**config.mk**
```make
export PLATFORM = sky130hd
export DESIGN_NAME = cer_regs
export DESIGN_NICKNAME = d
export VERILOG_FILES = /design/src/core/cer_pkg.sv /design/src/core/cer_regs.sv
export VERILOG_INCLUDE_DIRS = /design/src /design/src/core
export SDC_FILE = /design/constraint.sdc
export NUM_CORES = 1
export LEC_CHECK = 0
export BUFFER_PORTS_ARGS = -buffer_cell sky130_fd_sc_hd__buf_2
export CAP_MARGIN = 10
export CORE_ASPECT_RATIO = 0.7
export CORE_MARGIN = 2
export CORE_UTILIZATION = 40
export CTS_CLUSTER_SIZE = 12
export DETAILED_ROUTE_END_ITERATION = 10
export PLACE_DENSITY = 0.74
export SLEW_MARGIN = 10
export SYNTH_ARGS = -nofsm -noshare
export SYNTH_HDL_FRONTEND = slang
export SYNTH_SLANG_ARGS = --single-unit
```
**constraint.sdc**
```tcl
create_clock -name SYS_CLK -period 1.25 [get_ports SYS_CLK]
set_input_delay 0.0625 -clock SYS_CLK [delete_from_list [all_inputs] [get_ports SYS_CLK]]
set_output_delay 0.0625 -clock SYS_CLK [all_outputs]
set_load 0.01 [all_outputs]
```
**src/core/cer_cfg.svh**
```systemverilog
// Constants for the configuration and arithmetic trap register bank.
// Assumes it is included by its bare name from the package and the module.
`ifndef CER_CFG_SVH
`define CER_CFG_SVH

// Special-register indices of the bank
`define CER_SPR_AW 16
`define CER_IDX_PERF_CAP 16'h0007
`define CER_IDX_IMPL_VER 16'h0009
`define CER_IDX_ARCH_VER 16'h000A
`define CER_IDX_VEC_BASE 16'h000B
`define CER_IDX_TRAP_CTL 16'h000C

// Field positions
`define CER_CNT_LSB 0
`define CER_CNT_W 3
`define CER_IMPL_ID_LSB 24
`define CER_IMPL_REV_LSB 0
`define CER_ARCH_MAJ_LSB 24
`define CER_ARCH_MIN_LSB 16
`define CER_ARCH_PATCH_LSB 8
`define CER_VBASE_LSB 13
`define CER_VBASE_W 19
`define CER_TRAP_W 7

// Trap enable bit positions
`define CER_TRAP_ADD_CY 0
`define CER_TRAP_ADD_OV 1
`define CER_TRAP_MUL_CY 2
`define CER_TRAP_MUL_OV 3
`define CER_TRAP_DIV_ZERO 4
`define CER_TRAP_MAC_CY 5
`define CER_TRAP_MAC_OV 6

// Reset values and the high vector page offset
`define CER_TRAP_RESET 7'h00
`define CER_WORD_ZERO 32'h0000_0000
`define CER_HIGH_PAGE_OFS 32'hF000_0000

`endif

```
**src/core/cer_pkg.sv**
```systemverilog
// Types for the configuration and arithmetic trap register bank.
// Assumes cer_cfg.svh is on the include path.
`include "cer_cfg.svh"

package cer_pkg;

  // Complete registered state of the bank
  typedef struct packed {
    logic [31:0] rdata;
    logic ack;
    logic priv_err;
    logic [`CER_VBASE_W-1:0] vbase;
    logic [`CER_TRAP_W-1:0] trap_en;
    logic trap_exc;
    logic [`CER_TRAP_W-1:0] trap_cause;
    logic [31:0] vec_base;
    logic [31:0] vec_addr;
    logic impl_ver_present;
    logic arch_ver_present;
    logic vbase_present;
    logic trap_regs_present;
  } cer_state_s;

endpackage : cer_pkg

```
**src/core/cer_regs.sv**
```systemverilog
// Supervisor special registers: counter capability, versions,
// exception vector base and arithmetic trap control.
// Assumes one core clock; all inputs come from logic on that clock.
//
// How it works
// Counter capability reads counter count minus one in bits 2-0.
// Capability register only reachable in supervisor mode, full 32-bit word.
// Implementation version: identifier bits 31-24, revision bits 23-0, read only.
// Revision is a parameter meant to increase with every new version.
// Identifier is a parameter meant unique to each implementation.
// Presence flag for implementation version fed to legacy version register.
// Architecture version: major 31-24, minor 23-16, patch 15-8, low byte zero.
// All presence flags of the reported version are driven set.
// Presence flag for architecture version fed to configuration register.
// Vector base writable in bits 31-13, low bits zero, reset parameter.
// Vector addresses offset by base, high page ORed when page bit set.
// Presence flag for vector base fed to configuration register.
// Trap control enables in bits 6-0 reset to zero, rest reserved.
// Enables act only while supervision trap enable is set; raise exception.
// Bit 0 traps add or subtract carry.
// Bit 1 traps add or subtract signed overflow.
// Bits 2 and 3 trap multiply carry and signed overflow.
// Bit 4 traps divide by zero from either divide form.
// Bits 5 and 6 trap carry and overflow in accumulate addition.
// Presence flag for trap control fed to configuration register.
// Writes to read-only or reserved bits ignored; reserved bits read zero.
`timescale 1ns/10ps
`include "cer_cfg.svh"

module cer_regs
  import cer_pkg::*;
#(
  parameter int NUM_PERF_COUNTERS = 8,
  parameter logic [7:0] IMPL_ID = 8'h5A,          // Arbitrary value
  parameter logic [23:0] IMPL_REV = 24'h00_0001,  // Arbitrary value
  parameter logic [7:0] ARCH_MAJOR = 8'h01,
  parameter logic [7:0] ARCH_MINOR = 8'h00,
  parameter logic [7:0] ARCH_PATCH = 8'h00,
  parameter logic [`CER_VBASE_W-1:0] VBASE_RESET = 19'h0_0000
) (
  // Clock and reset
  input wire logic SYS_CLK,
  input wire logic RST_B,
  // Special-register move port
  input wire logic [`CER_SPR_AW-1:0] SPR_ADDR,
  input wire logic [31:0] SPR_WDATA,
  input wire logic SPR_WE,
  input wire logic SPR_RE,
  input wire logic SUPERVISOR_MODE,
  output logic [31:0] SPR_RDATA,
  output logic SPR_ACK,
  output logic SPR_PRIV_ERR,
  // Supervision register bits
  input wire logic ARITH_TRAP_ENABLE,
  input wire logic HIGH_VECTOR_PAGE_BIT,
  // Flag events from the arithmetic unit
  input wire logic ADD_CARRY_SET,
  input wire logic ADD_SIGNED_SET,
  input wire logic MUL_CARRY_SET,
  input wire logic MUL_SIGNED_SET,
  input wire logic DIV_ZERO_SET,
  input wire logic MAC_CARRY_SET,
  input wire logic MAC_SIGNED_SET,
  // Exception request
  output logic ARITH_EXCEPTION,
  output logic [`CER_TRAP_W-1:0] ARITH_TRAP_CAUSE,
  // Exception vectors
  input wire logic [12:0] EXC_VECTOR_OFFSET,
  output logic [31:0] EXC_VECTOR_BASE,
  output logic [31:0] EXC_VECTOR_ADDR,
  // Presence flags for the configuration registers
  output logic IMPL_VERSION_PRESENT,
  output logic ARCH_VERSION_PRESENT,
  output logic VECTOR_BASE_PRESENT,
  output logic ARITH_TRAP_REGS_PRESENT
);

  ////////////////////////////////////////////////////////////////////////////
  // Helpers

  // Index match for one register
  function automatic logic spr_hit(input logic [`CER_SPR_AW-1:0] addr, input logic [`CER_SPR_AW-1:0] idx);
    spr_hit = (addr == idx);
  endfunction

  // Vector base word from the stored field and page bit
  function automatic logic [31:0] base_word(input logic [`CER_VBASE_W-1:0] field, input logic high_page);
    logic [31:0] w;
    w = {field, 13'h0000};
    if (high_page) begin
      w = w | `CER_HIGH_PAGE_OFS;
    end
    base_word = w;
  endfunction

  localparam logic [`CER_CNT_W-1:0] COUNT_FIELD = `CER_CNT_W'(NUM_PERF_COUNTERS - 1);

  ////////////////////////////////////////////////////////////////////////////
  // Constant read words

  logic [31:0] perf_cap_word;
  logic [31:0] impl_ver_word;
  logic [31:0] arch_ver_word;
  logic [`CER_TRAP_W-1:0] flag_events;

  // Read-only words with reserved bits at zero
  always_comb begin
    perf_cap_word = `CER_WORD_ZERO;
    perf_cap_word[`CER_CNT_LSB +: `CER_CNT_W] = COUNT_FIELD;
    impl_ver_word = `CER_WORD_ZERO;
    impl_ver_word[`CER_IMPL_ID_LSB +: 8] = IMPL_ID; // see
    impl_ver_word[`CER_IMPL_REV_LSB +: 24] = IMPL_REV;
    arch_ver_word = `CER_WORD_ZERO;
    arch_ver_word[`CER_ARCH_MAJ_LSB +: 8] = ARCH_MAJOR;
    arch_ver_word[`CER_ARCH_MIN_LSB +: 8] = ARCH_MINOR;
    arch_ver_word[`CER_ARCH_PATCH_LSB +: 8] = ARCH_PATCH;
  end

  // Flag events in trap control bit order
  always_comb begin
    flag_events = `CER_TRAP_RESET;
    flag_events[`CER_TRAP_ADD_CY] = ADD_CARRY_SET;
    flag_events[`CER_TRAP_ADD_OV] = ADD_SIGNED_SET;
    flag_events[`CER_TRAP_MUL_CY] = MUL_CARRY_SET;
    flag_events[`CER_TRAP_MUL_OV] = MUL_SIGNED_SET;
    flag_events[`CER_TRAP_DIV_ZERO] = DIV_ZERO_SET;
    flag_events[`CER_TRAP_MAC_CY] = MAC_CARRY_SET;
    flag_events[`CER_TRAP_MAC_OV] = MAC_SIGNED_SET;
  end

  ////////////////////////////////////////////////////////////////////////////
  // State

  cer_state_s state;
  cer_state_s next_state;
  logic access;
  logic allowed;
  logic [`CER_TRAP_W-1:0] armed;

  // Next-state logic
  always_comb begin
    next_state = state;
    access = SPR_WE | SPR_RE;
    allowed = access & SUPERVISOR_MODE;
    next_state.ack = access;
    next_state.priv_err = access & ~SUPERVISOR_MODE;
    next_state.rdata = `CER_WORD_ZERO;

    // Register reads, unmapped or refused reads return zero
    if (allowed && SPR_RE) begin
      if (spr_hit(SPR_ADDR, `CER_IDX_PERF_CAP)) begin
        next_state.rdata = perf_cap_word; // see
      end else if (spr_hit(SPR_ADDR, `CER_IDX_IMPL_VER)) begin
        next_state.rdata = impl_ver_word;
      end else if (spr_hit(SPR_ADDR, `CER_IDX_ARCH_VER)) begin
        next_state.rdata = arch_ver_word;
      end else if (spr_hit(SPR_ADDR, `CER_IDX_VEC_BASE)) begin
        next_state.rdata = {state.vbase, 13'h0000}; // see
      end else if (spr_hit(SPR_ADDR, `CER_IDX_TRAP_CTL)) begin
        next_state.rdata = {25'h000_0000, state.trap_en}; // see
      end
    end

    // Register writes, only the writable fields take data
    if (allowed && SPR_WE) begin
      if (spr_hit(SPR_ADDR, `CER_IDX_VEC_BASE)) begin
        next_state.vbase = SPR_WDATA[`CER_VBASE_LSB +: `CER_VBASE_W]; // see
      end
      if (spr_hit(SPR_ADDR, `CER_IDX_TRAP_CTL)) begin
        next_state.trap_en = SPR_WDATA[`CER_TRAP_W-1:0]; // see
      end
    end

    // Trap on enabled flag events, gated by the supervision enable
    armed = ARITH_TRAP_ENABLE ? (state.trap_en & flag_events) : `CER_TRAP_RESET;
    next_state.trap_exc = |armed;
    next_state.trap_cause = armed; // see see see see

    // Vector base and addresses
    next_state.vec_base = base_word(state.vbase, HIGH_VECTOR_PAGE_BIT);
    next_state.vec_addr = base_word(state.vbase, HIGH_VECTOR_PAGE_BIT) | {19'h0_0000, EXC_VECTOR_OFFSET};

    // Presence flags are set for this bank, cleared while reset is low
    next_state.impl_ver_present = 1'b1; // see
    next_state.arch_ver_present = 1'b1; // see
    next_state.vbase_present = 1'b1;
    next_state.trap_regs_present = 1'b1;

    // Synchronous reset
    if (!RST_B) begin
      next_state.rdata = `CER_WORD_ZERO;
      next_state.ack = 1'b0;
      next_state.priv_err = 1'b0;
      next_state.vbase = VBASE_RESET;
      next_state.trap_en = `CER_TRAP_RESET;
      next_state.trap_exc = 1'b0;
      next_state.trap_cause = `CER_TRAP_RESET;
      next_state.vec_base = `CER_WORD_ZERO;
      next_state.vec_addr = `CER_WORD_ZERO;
      next_state.impl_ver_present = 1'b0;
      next_state.arch_ver_present = 1'b0;
      next_state.vbase_present = 1'b0;
      next_state.trap_regs_present = 1'b0;
    end
  end

  // State register
  always_ff @(posedge SYS_CLK) begin
    state <= next_state;
  end

  ////////////////////////////////////////////////////////////////////////////
  // Outputs straight from the state register

  assign SPR_RDATA = state.rdata;
  assign SPR_ACK = state.ack;
  assign SPR_PRIV_ERR = state.priv_err;
  assign ARITH_EXCEPTION = state.trap_exc;
  assign ARITH_TRAP_CAUSE = state.trap_cause;
  assign EXC_VECTOR_BASE = state.vec_base;
  assign EXC_VECTOR_ADDR = state.vec_addr;
  assign IMPL_VERSION_PRESENT = state.impl_ver_present;
  assign ARCH_VERSION_PRESENT = state.arch_ver_present;
  assign VECTOR_BASE_PRESENT = state.vbase_present;
  assign ARITH_TRAP_REGS_PRESENT = state.trap_regs_present;

endmodule // cer_regs

```
==> summary.txt, run 1 <==
Run status
  – Status: complete, no violations

Layout
  – Filler cells: roughly 840
  – Inserted Diodes: 0
  – Final Non-Filler Cells: about 670
  – Fin area: just under 0.005 mm^2
  – Share of cells above drive strength 1: a little over a third
  – Nets@finish: 617
  – Synth-to-layout area growth: 28.24%
  – Final core occ: 53.48%

Hold path
  – Worst Hold Class: primary input to flop
  – Hold_sp: SPR_ADDR[2]

Clocking
  – # Post-CTS Setup Buffers: 0
  – Max Buffers Root-to-Sink: 2
  – Clk sink count: 95
  – CTS tree: yes
  – Clock latency on the worst-skew pair: 330 ps
  – Total CTS buffers: 9
  – CTS clk-pin slew, worst paths: approximately 60 ps
  – CTS Root Cell: clkbuf_16
  – H-tree levels: 3

Logic synthesis
  – Count of cell types in the netlist: 31
  – Yosys reg bits: 95
  – EDFF count, synth: 0
  – Share of the yosys chip area belonging to registers: approximately 50%
  – Yosys warning count: 0
  – Yosys top cell by area: dfxtp_1
  – Ys flop type: dfxtp_1
  – Async SR Flop Fraction: 0%
  – Netlist Area Pre-Place: around 0.0038 mm^2
  – Avg Inst Size Synth: ~9.3 um^2
  – Synth top area cells: dfxtp_1, buf_4, and2_1
  – Cell with the most instances after synthesis: buf_4
  – Cell count after synthesis: between 400 and 500
  – Commonest cells in the netlist: buf_4, dfxtp_1, a21oi_1, nand3_1, and2_1
  – Top cell type's share of synthesized area: about half

Global routing
  – Vias in the first global route: 2,828
  – First-pass GRT wire length: approximately 14,000 um
  – GRT busiest layer: met2
  – GRT met3 Usage: between 4 and 5%
  – Met2 usage: a little under a third
  – Met1 Use GR: about a fifth
  – GRT Total Usage: 17.12%
  – Initial antenna violation count: 0
  – Congestion Overflow GR: 0
  – Largest net degree at the start of global routing: 34

Worst setup path
  – Worst path cell trace: dlygate4sd3_1 -> buf_2 -> and2_0 -> and4_4 -> buf_4 -> and3_1
  – CP max stage cell: dlygate4sd3_1
  – Critical Path Sink Type: flop
  – Critical R2R Launch: state[78]$_SDFFE_PN0P_
  – CP required: 1470 ps
  – Setup CP Type: primary input to flop
  – Critical Path Start Type: primary input
  – Crit path from: SPR_RE
  – Worst Path Arrival: 1440 ps
  – Max stage delay on crit path: 530 ps
  – Largest fanout on the critical path: 10

Placed design
  – Post-DP HPWL: 6053 um
  – Placed Area: 0.004115 mm^2
  – Setup Slack @ Placement: -199.2 ps
  – Placed insts: 605
  – GPL Wtd Cong: between 0.7 and 0.8
  – IO buf count: 159

Timing
  – Final setup fails: 0
  – Clock Skews: between 2 and 3 ps
  – Slew Limit Fails: 0
  – Max Clock Freq: 818.4 MHz
  – Final critical-path required period: 1222 ps
  – Final Hold Fails: 0
  – Setup ws final: roughly 28 ps
  – Period utilization: between 90% and 100%

Drt
  – Final wirelength: between 9000 and 10,000 um
  – Post-DR wirelength/cell: 13.45 um
  – Post-route ant nets: 0
  – Drt first pass iters: 4
  – Routed vias/inst: around 4.5
  – Drt drc: 0
  – DR vias: between 3,000 and 4,000
  – Drt first-iter violations: about 130

Floorplan
  – Total I/O pin count: 185
  – Die X: 120.9 um
  – Num rows: 29
  – Initial core utilization: between 40% and 50%
  – CORE AREA: roughly 0.009 mm^2
  – Die area: ~0.010 mm^2
  – Die H: ~86 um

Power and ir drop
  – Lkg Pwr: around 2.4 nW
  – Internal: roughly 4.8 mW
  – Comb pwr share: under 10%
  – Sw Pwr: between 1 and 1.5 mW
  – Clock share of power: about two fifths
  – Power, Total: 6.068 mW
  – Sw Ratio: a little over a fifth
  – VDD IR max: 0.0006394 V
  – Flop pwr share: approximately 50%
  – PD cells: 1236 mW/mm^2

Run
  – Max-cap viol count: 0
[state kept, by name (all words and copies together) (netlist names)]
name                  flops
ARCH_VERSION_PRESENT      1
SPR_RDATA                26
SPR_ACK                   1
state                    26
ARITH_EXCEPTION           1
ARITH_TRAP_CAUSE          7
EXC_VECTOR_BASE           1
EXC_VECTOR_ADDR          31
SPR_PRIV_ERR              1
[worst paths after layout]
path	slack, ps	cells past startpoint	endpoint
worst min-delay path	50	3	SPR_RDATA[2]$_SDFF_PN0_
worst max-delay path	30	6	SPR_RDATA[19]$_SDFF_PP0_
worst min register to register	460	2	EXC_VECTOR_ADDR[27]$_SDFF_PN0_
worst max register to register	310	3	ARITH_EXCEPTION$_SDFF_PN0_
[routing by layer]
layer | vias up | part of all wire [%]
li1 | 1491 | -
met5 | - | 0
met1 | 1399 | 42
met3 | 14 | 6.4
met4 | 0 | 2.1
met2 | 120 | 50
[cell usage in the layout, fill, tap and decap left out, types with 9 or more instances in the layout]
| master | Yosys | routed |
|---|---|---|
| a21oi_1 | 32 | 32 |
| nand3_1 | 29 | 29 |
| nor2_1 | 21 | 20 |
| buf_2 | 4 | 159 |
| conb_1 | 1 | 19 |
| clkbuf_16 | 0 | 9 |
| nand2_1 | 11 | 11 |
| dfxtp_1 | 95 | 95 |
| o21ai_0 | 25 | 25 |
| dlygate4sd3_1 | 0 | 50 |
| buf_4 | 108 | 16 |
| and3_1 | 19 | 19 |
| and2_1 | 26 | 26 |
[per-stage QoR]
step | TNS (ps) | hold WS, ps
4_1_cts | 0 | 33.66
6_report | 0 | 52.78
3_3_place_gp | -1921 | 267.9
5_1_grt | -12.99 | 46.27
3_5_place_dp | -8006 | 272.2
2_1_floorplan | 0 | 90.22
[timing repair]
item / CTS / global route
endpoints found under the hold margin: 52 / 0
endpoints found under the setup margin: 0 / 21
hold buffers: 50 / 0
gates resized for setup: 0 / 4
[layout make-up]
type,instances,area [um^2],share of cell area (%)
clock buffer,12,256.5,5.224
clock inverter,4,28.78,0.5861
inverter,5,18.77,0.3823
multi-input combinational,203,1081,22.02
sequential,95,1902,38.74
tap,124,155.1,3.160
timing repair buffer,228,1468,29.89
[critical path: cells and delay by family]
family	cells	cell delay, ps
buf+inv	3	820
simple gates	3	550
[kinds of logic after synthesis]
| logic type | after synthesis | synth area share, % |
|---|---|---|
| buffers and inverters | 131 | 23.99 |
| and+or+nand+nor | 123 | 17.91 |
| DFF | 95 | 49.67 |
| AOI/OAI and AO/OA | 60 | 8.039 |
| muxes | 1 | 0.2941 |
| other | 1 | 0.09795 |
[power by group through the flow]
stage | clock network (mW) | registers, mW | logic [mW]
2_1_floorplan | 0 | 3.14 | 0.219
3_3_place_gp | 0 | 3.14 | 0.322
3_5_place_dp | 0 | 3.14 | 0.327
4_1_cts | 2.61 | 3.07 | 0.449
5_1_grt | 2.73 | 3.07 | 0.495
6_report | 2.54 | 3.07 | 0.457
Note: power is estimated with default switching activity, not from simulation.
==> inputs of run 2 (changes only) <==
--- a/config.mk
+++ b/config.mk
@@ -14,6 +14,7 @@
 export CTS_CLUSTER_SIZE = 12
 export DETAILED_ROUTE_END_ITERATION = 10
 export PLACE_DENSITY = 0.74
+export SETUP_SLACK_MARGIN = 0.2
 export SLEW_MARGIN = 10
 export SYNTH_ARGS = -nofsm -noshare
 export SYNTH_HDL_FRONTEND = slang
==> run 2 against run 1 <==
  * Utilization up 0.98 points
  * Clock-buffer cell count down 2
  * Via count about the same
  * Non-clock buffer count down 6
  * Total power up 9.4%
  * Cell area up 1.8%
  * First-iteration DRC count up 30%
  * Setup slack better by 220 ps
==> summary.txt, run 2 (synthesis gave the netlist of run 1 again) <==
Run status
  – Status: complete, no violations

Global routing
  – Vias in the first global route: 2,804 (-0.85%)
  – First-pass GRT wire length: 13,570 um (-0.61%)
  – GRT Total Usage: 17.37% (+0.26 points)
  – Largest net degree at the start of global routing: 34 (unchanged)
  – Initial antenna violation count: 0 (unchanged)
  – Congestion Overflow GR: 0 (unchanged)

Power and ir drop
  – VDD IR max: 0.0006751 V (+5.6%)
  – Lkg Pwr: 2.364 nW (about the same)
  – PD cells: 1328 mW/mm^2 (+7.5%)

Floorplan
  – Total I/O pin count: 185 (unchanged)
  – Die area: 0.01038 mm^2 (unchanged)
  – Num rows: 29 (unchanged)
  – Initial core utilization: 41.71% (unchanged)
  – Die X: 120.9 um (unchanged)
  – CORE AREA: 0.009180 mm^2 (unchanged)
  – Die H: 85.86 um (unchanged)

Drt
  – Final wirelength: 9038 um (+0.16%)
  – Drt first-iter violations: 171 (+30%)
  – Drt first pass iters: 4 (unchanged)
  – Post-route ant nets: 0 (unchanged)
  – Routed vias/inst: 4.544 (+0.84%)
  – DR vias: 3,022 (-0.066%)
  – Post-DR wirelength/cell: 13.59 um (+1.1%)
  – Drt drc: 0 (unchanged)

Placed design
  – IO buf count: 159 (unchanged)
  – Post-DP HPWL: 5886 um (-2.8%)
  – GPL Wtd Cong: 0.7340 (-7.1%)
  – Setup Slack @ Placement: -81.66 ps (+117.5 ps)

Layout
  – Final core occ: 54.46% (+0.98 points)
  – Commonest cells after routing, fill and taps aside: buf_2, dfxtp_1, dlygate4sd3_1
  – Synth-to-layout area growth: 30.59%
  – Max reg flops: 31 (unchanged)
  – Share of cells above drive strength 1: 36.97% (+0.77 points)
  – Filler cells: 825 (-2.3%)
  – Nets@finish: 611 (-0.97%)
  – Leading cell type in the layout, fill and taps excluded: buf_2
  – Inserted Diodes: 0 (unchanged)

Clocking
  – H-tree levels: 3 (unchanged)
  – Max Buffers Root-to-Sink: 2 (unchanged)
  – CTS tree: yes
  – Clk sink count: 95 (unchanged)
  – CTS Root Cell: clkbuf_16
  – CTS clk-pin slew, worst paths: 70 ps (about the same)
  – Clock latency on the worst-skew pair: 340 ps (about the same)
  – Total CTS buffers: 9 (unchanged)
  – # Post-CTS Setup Buffers: 0 (unchanged)

Worst setup path
  – Setup CP Type: flop to flop
  – Critical Path Sink Type: flop
  – Critical Path Start Type: flop
  – CP required: 1510 ps (+40 ps)
  – Largest fanout on the critical path: 3 (-7)
  – Worst Path Arrival: 1260 ps (-180 ps)

Timing
  – Final critical-path required period: 1001 ps (-221.1 ps)
  – Period utilization: 80.07% (-18 points)
  – Final setup fails: 0 (unchanged)
  – Slew Limit Fails: 0 (unchanged)
  – Final Hold Fails: 0 (unchanged)
  – Setup ws final: 249.1 ps (+221.1 ps)
  – Max Clock Freq: 999.1 MHz (+22%)
  – Unrepaired setup endpoints after global routing: false
  – Clock Skews: 10.13 ps (+7.374 ps)

Hold path
  – Worst Hold Class: primary input to flop

Run
  – Max-cap viol count: 0 (unchanged)
[run 2: cell types whose count changed in the layout (fill, tap and decap cells not counted), sizes merged]
| cell | before | now |
|---|---|---|
| clkbuf | 12 | 10 |
| buf | 178 | 172 |
| clkinvlp | 2 | 1 |
| bufinv | 0 | 3 |
[run 2: final cells by class]
class | instances | area, um^2 | area share [%]
clock buffers | 10 | 229.0 | 4.580
clock inverters | 6 | 117.6 | 2.352
inverters | 5 | 18.77 | 0.3754
multi-input cells | 203 | 1146 | 22.92
flip-flops and latches | 95 | 1902 | 38.04
well taps | 124 | 155.1 | 3.103
repair buffers | 222 | 1431 | 28.63
[run 2: per-layer routing]
layer	share of wire [%]	vias up	GRT usage (%)	routed length (um)
li1	-	1480	-	-
met1	42	1383	19.72	3766
met2	48	145	30.39	4383
met3	8.1	14	5.718	732
met4	1.7	0	6.765	155
met5	0	-	0	0
[run 2: worst paths after layout]
check | from | endpoint | slack (ps) | cells past startpoint
worst min-delay path | SPR_ADDR[1] | SPR_RDATA[2]$_SDFF_PN0_ | 50 | 3
worst max register to register | state[78]$_SDFFE_PN0P_ | ARITH_EXCEPTION$_SDFF_PN0_ | 250 | 3
worst max-delay path | state[78]$_SDFFE_PN0P_ | ARITH_EXCEPTION$_SDFF_PN0_ | 250 | 3
worst min register to register | state[97]$_SDFFE_PN0P_ | EXC_VECTOR_ADDR[27]$_SDFF_PN0_ | 450 | 2
[run 2: per-stage QoR]
| step | instance area [um^2] | setup TNS (ps) | hold slack, ps | cells | power [mW] |
|---|---|---|---|---|---|
| 2_1_floorplan | 3994 | 0 | 90.22 | 429 | 3.364 |
| 3_3_place_gp | 4148 | -684.6 | 267.5 | 599 | 3.460 |
| 3_5_place_dp | 4148 | -1719 | 272.5 | 599 | 3.467 |
| 4_1_cts | 4995 | 0 | 37.73 | 665 | 6.713 |
| 5_1_grt | 5000 | 0 | 71.43 | 665 | 6.894 |
| 6_report | 5000 | 0 | 48.59 | 665 | 6.641 |
[run 2: power by group]
group / switching, mW / internal [mW]
Clock: 1.14 / 1.97
Sequential: 0.0118 / 3.06
Combinational: 0.208 / 0.248
Total: 1.36 / 5.28
[run 2: worst max-delay path: stages (launching register included)]
cell and delay [ps]:
dfxtp_1 380, nand2_1 100, and4_1 240, a41oi_1 210
[run 2: timing repair]
item / 4_1_cts / 5_1_grt
resized for setup: 0 / 1
setup endpoints to repair: 0 / 3
hold endpoints to repair: 52 / 0
hold buffers: 50 / 0
==> inputs of run 3 (changes only) <==
==> constraint.sdc (replaced) <==
create_clock -name SYS_CLK -period 0.9 [get_ports SYS_CLK]
set_input_delay 0.045 -clock SYS_CLK [delete_from_list [all_inputs] [get_ports SYS_CLK]]
set_output_delay 0.045 -clock SYS_CLK [all_outputs]
set_load 0.01 [all_outputs]
==> run 3 against run 2 <==
  * The flow now finishes with violations (hold timing, setup timing)
  * Total power grew 31%
  * Highest routed layer unchanged
  * Critical path depth grew 3
  * Clock skew shrank 5.0 ps
  * Setup slack lost 310 ps
  * Hold slack lost 99 ps
==> summary.txt, run 3 (synthesis gave the netlist of run 1 again) <==
Run status
  – Status: finished, violations left
  – Failing checks: hold timing, setup timing

Global routing
  – Largest net degree at the start of global routing: 34 (unchanged)
  – Initial antenna violation count: 0 (unchanged)
  – GRT Total Usage: 19.41% (+2.0 points)
  – Vias in the first global route: 3,201 (+14%)
  – First-pass GRT wire length: 15,410 um (+14%)
  – Congestion Overflow GR: 0 (unchanged)

Floorplan
  – Total I/O pin count: 185 (unchanged)
  – Die area: 0.01038 mm^2 (unchanged)
  – Die X: 120.9 um (unchanged)
  – Die H: 85.86 um (unchanged)
  – CORE AREA: 0.009180 mm^2 (unchanged)
  – Num rows: 29 (unchanged)
  – Initial core utilization: 41.71% (unchanged)

Clocking
  – CTS Root Cell: clkbuf_16
  – Clock latency on the worst-skew pair: 340 ps (about the same)
  – CTS clk-pin slew, worst paths: 70 ps (about the same)
  – Max Buffers Root-to-Sink: 2 (unchanged)
  – Total CTS buffers: 9 (unchanged)
  – Cts-stage hold buffer count: 43 (-14%)
  – H-tree levels: 3 (unchanged)
  – Clk sink count: 95 (unchanged)
  – CTS tree: yes

Power and ir drop
  – PD cells: 1488 mW/mm^2 (+12%)
  – Lkg Pwr: 2.494 nW (+5.5%)
  – VDD IR max: 0.0007942 V (+18%)
  – Power, Total: 8.677 mW (+31%)

Placed design
  – Placed insts: 608 (+1.5%)
  – Setup Slack @ Placement: -405.1 ps (-323.5 ps)
  – IO buf count: 159 (unchanged)
  – GPL Wtd Cong: 0.8105 (+10%)
  – Post-DP HPWL: 6196 um (+5.3%)

Layout
  – Max reg flops: 31 (unchanged)
  – FF/Latch Area: 0.001963 mm^2 (+3.2%)
  – Share of cells above drive strength 1: 56.88% (+20 points)
  – Synth-to-layout area growth: 52.25%
  – Commonest cells after routing, fill and taps aside: buf_2, buf_6, dfxtp_1
  – Final core occ: 63.50% (+9.0 points)
  – Final Non-Filler Cells: 677 (+1.8%)
  – Nets@finish: 622 (+1.8%)
  – Multi-input logic area: 0.001381 mm^2 (+21%)
  – Filler cells: 712 (-14%)
  – Leading cell type in the layout, fill and taps excluded: buf_2

Timing
  – Final critical-path required period: 956.0 ps
  – Max Clock Freq: approximately 1000 MHz
  – Final Hold Fails: 6 (+6)
  – Clock Skews: 5.162 ps (-4.964 ps)
  – Period utilization: 106.2%
  – Slew Limit Fails: 0 (unchanged)
  – Setup ws final: -55.96 ps (-305.1 ps)
  – Final setup fails: 27 (+27)
  – Minimum hold slack: -50.10 ps (-98.70 ps)
  – Unrepaired setup endpoints after global routing: true

Worst setup path
  – Setup CP Type: primary input to flop
  – CP required: 1170 ps (-340 ps)
  – Critical Path Sink Type: flop
  – Largest fanout on the critical path: 13 (+10)
  – Critical Path Start Type: primary input
  – Worst Path Arrival: 1220 ps (-40 ps)

Drt
  – Drt drc: 0 (unchanged)
  – Routed vias/inst: 4.592 (+1.1%)
  – DR vias: 3,109 (+2.9%)
  – Post-DR wirelength/cell: 15.13 um (+11%)
  – Drt first pass iters: 4 (unchanged)
  – Post-route ant nets: 0 (unchanged)
  – Final wirelength: 10,250 um (+13%)
  – Drt first-iter violations: 133 (-22%)

Run
  – Max-cap viol count: 0 (unchanged)

Hold path
  – Worst Hold Class: primary input to flop
## run 3: cell types whose count changed in the layout (fill, tap and decap cells not counted), sizes merged
cell and delta:
buf +17, dlygate4sd3 -7, bufinv -3, clkbuf +2, clkinv +1, clkinvlp +1
diode +1
## run 3: power breakdown
part	internal [mW]	switching, mW
registers	4.25	0.0255
clock network	2.04	1.60
logic	0.432	0.322
total	6.73	1.95
## run 3: worst paths after layout
check | to | cells past startpoint | slack (ps) | start
setup reg to reg | ARITH_EXCEPTION$_SDFF_PN0_ | 3 | 80 | state[82]$_SDFFE_PN0P_
setup / recovery | state[99]$_SDFFE_PN0P_ | 6 | -60 | SPR_ADDR[6]
hold / removal | ARITH_TRAP_CAUSE[5]$_SDFF_PN0_ | 3 | -50 | MAC_CARRY_SET
hold reg to reg | ARITH_TRAP_CAUSE[2]$_SDFF_PN0_ | 2 | 460 | state[78]$_SDFFE_PN0P_
## run 3: layout make-up
class	count	area share [%]
Sequential cell	95	33.68
Tap cell	124	2.662
Multi-Input combinational cell	203	23.70
Clock buffer	11	4.336
Antenna cell	1	0.04293
Clock inverter	5	0.7083
Inverter	5	0.3434
Timing Repair Buffer	233	34.54
## run 3: critical path: stages
cell       delay [ps]
buf_6             100
nor4_4            300
and4_2            340
clkbuf_16         210
nand3_2            70
a21oi_1           160
## run 3: per-stage QoR
stage / TNS [ps] / cell area (um^2)
2_1_floorplan: -8602 / 4026
3_3_place_gp: -16640 / 4290
3_5_place_dp: -18810 / 4290
4_1_cts: -78.58 / 5672
5_1_grt: -3180 / 5827
6_report: -746.0 / 5829
## run 3: per-layer routing
metal	GRT usage [%]	up-vias	part of all wire, %
met5	0	-	0
met4	8.351	0	2.1
met3	5.718	21	6.2
met2	36.26	140	53
met1	20.26	1432	39
li1	-	1516	-
## run 3: repair_timing
action	in CTS	in global routing
pin swaps	21	3
gates cloned	1	1
setup endpoints to repair	144	145
buffers inserted	7	0
gates resized for setup	145	38
endpoints found under the hold margin	52	4
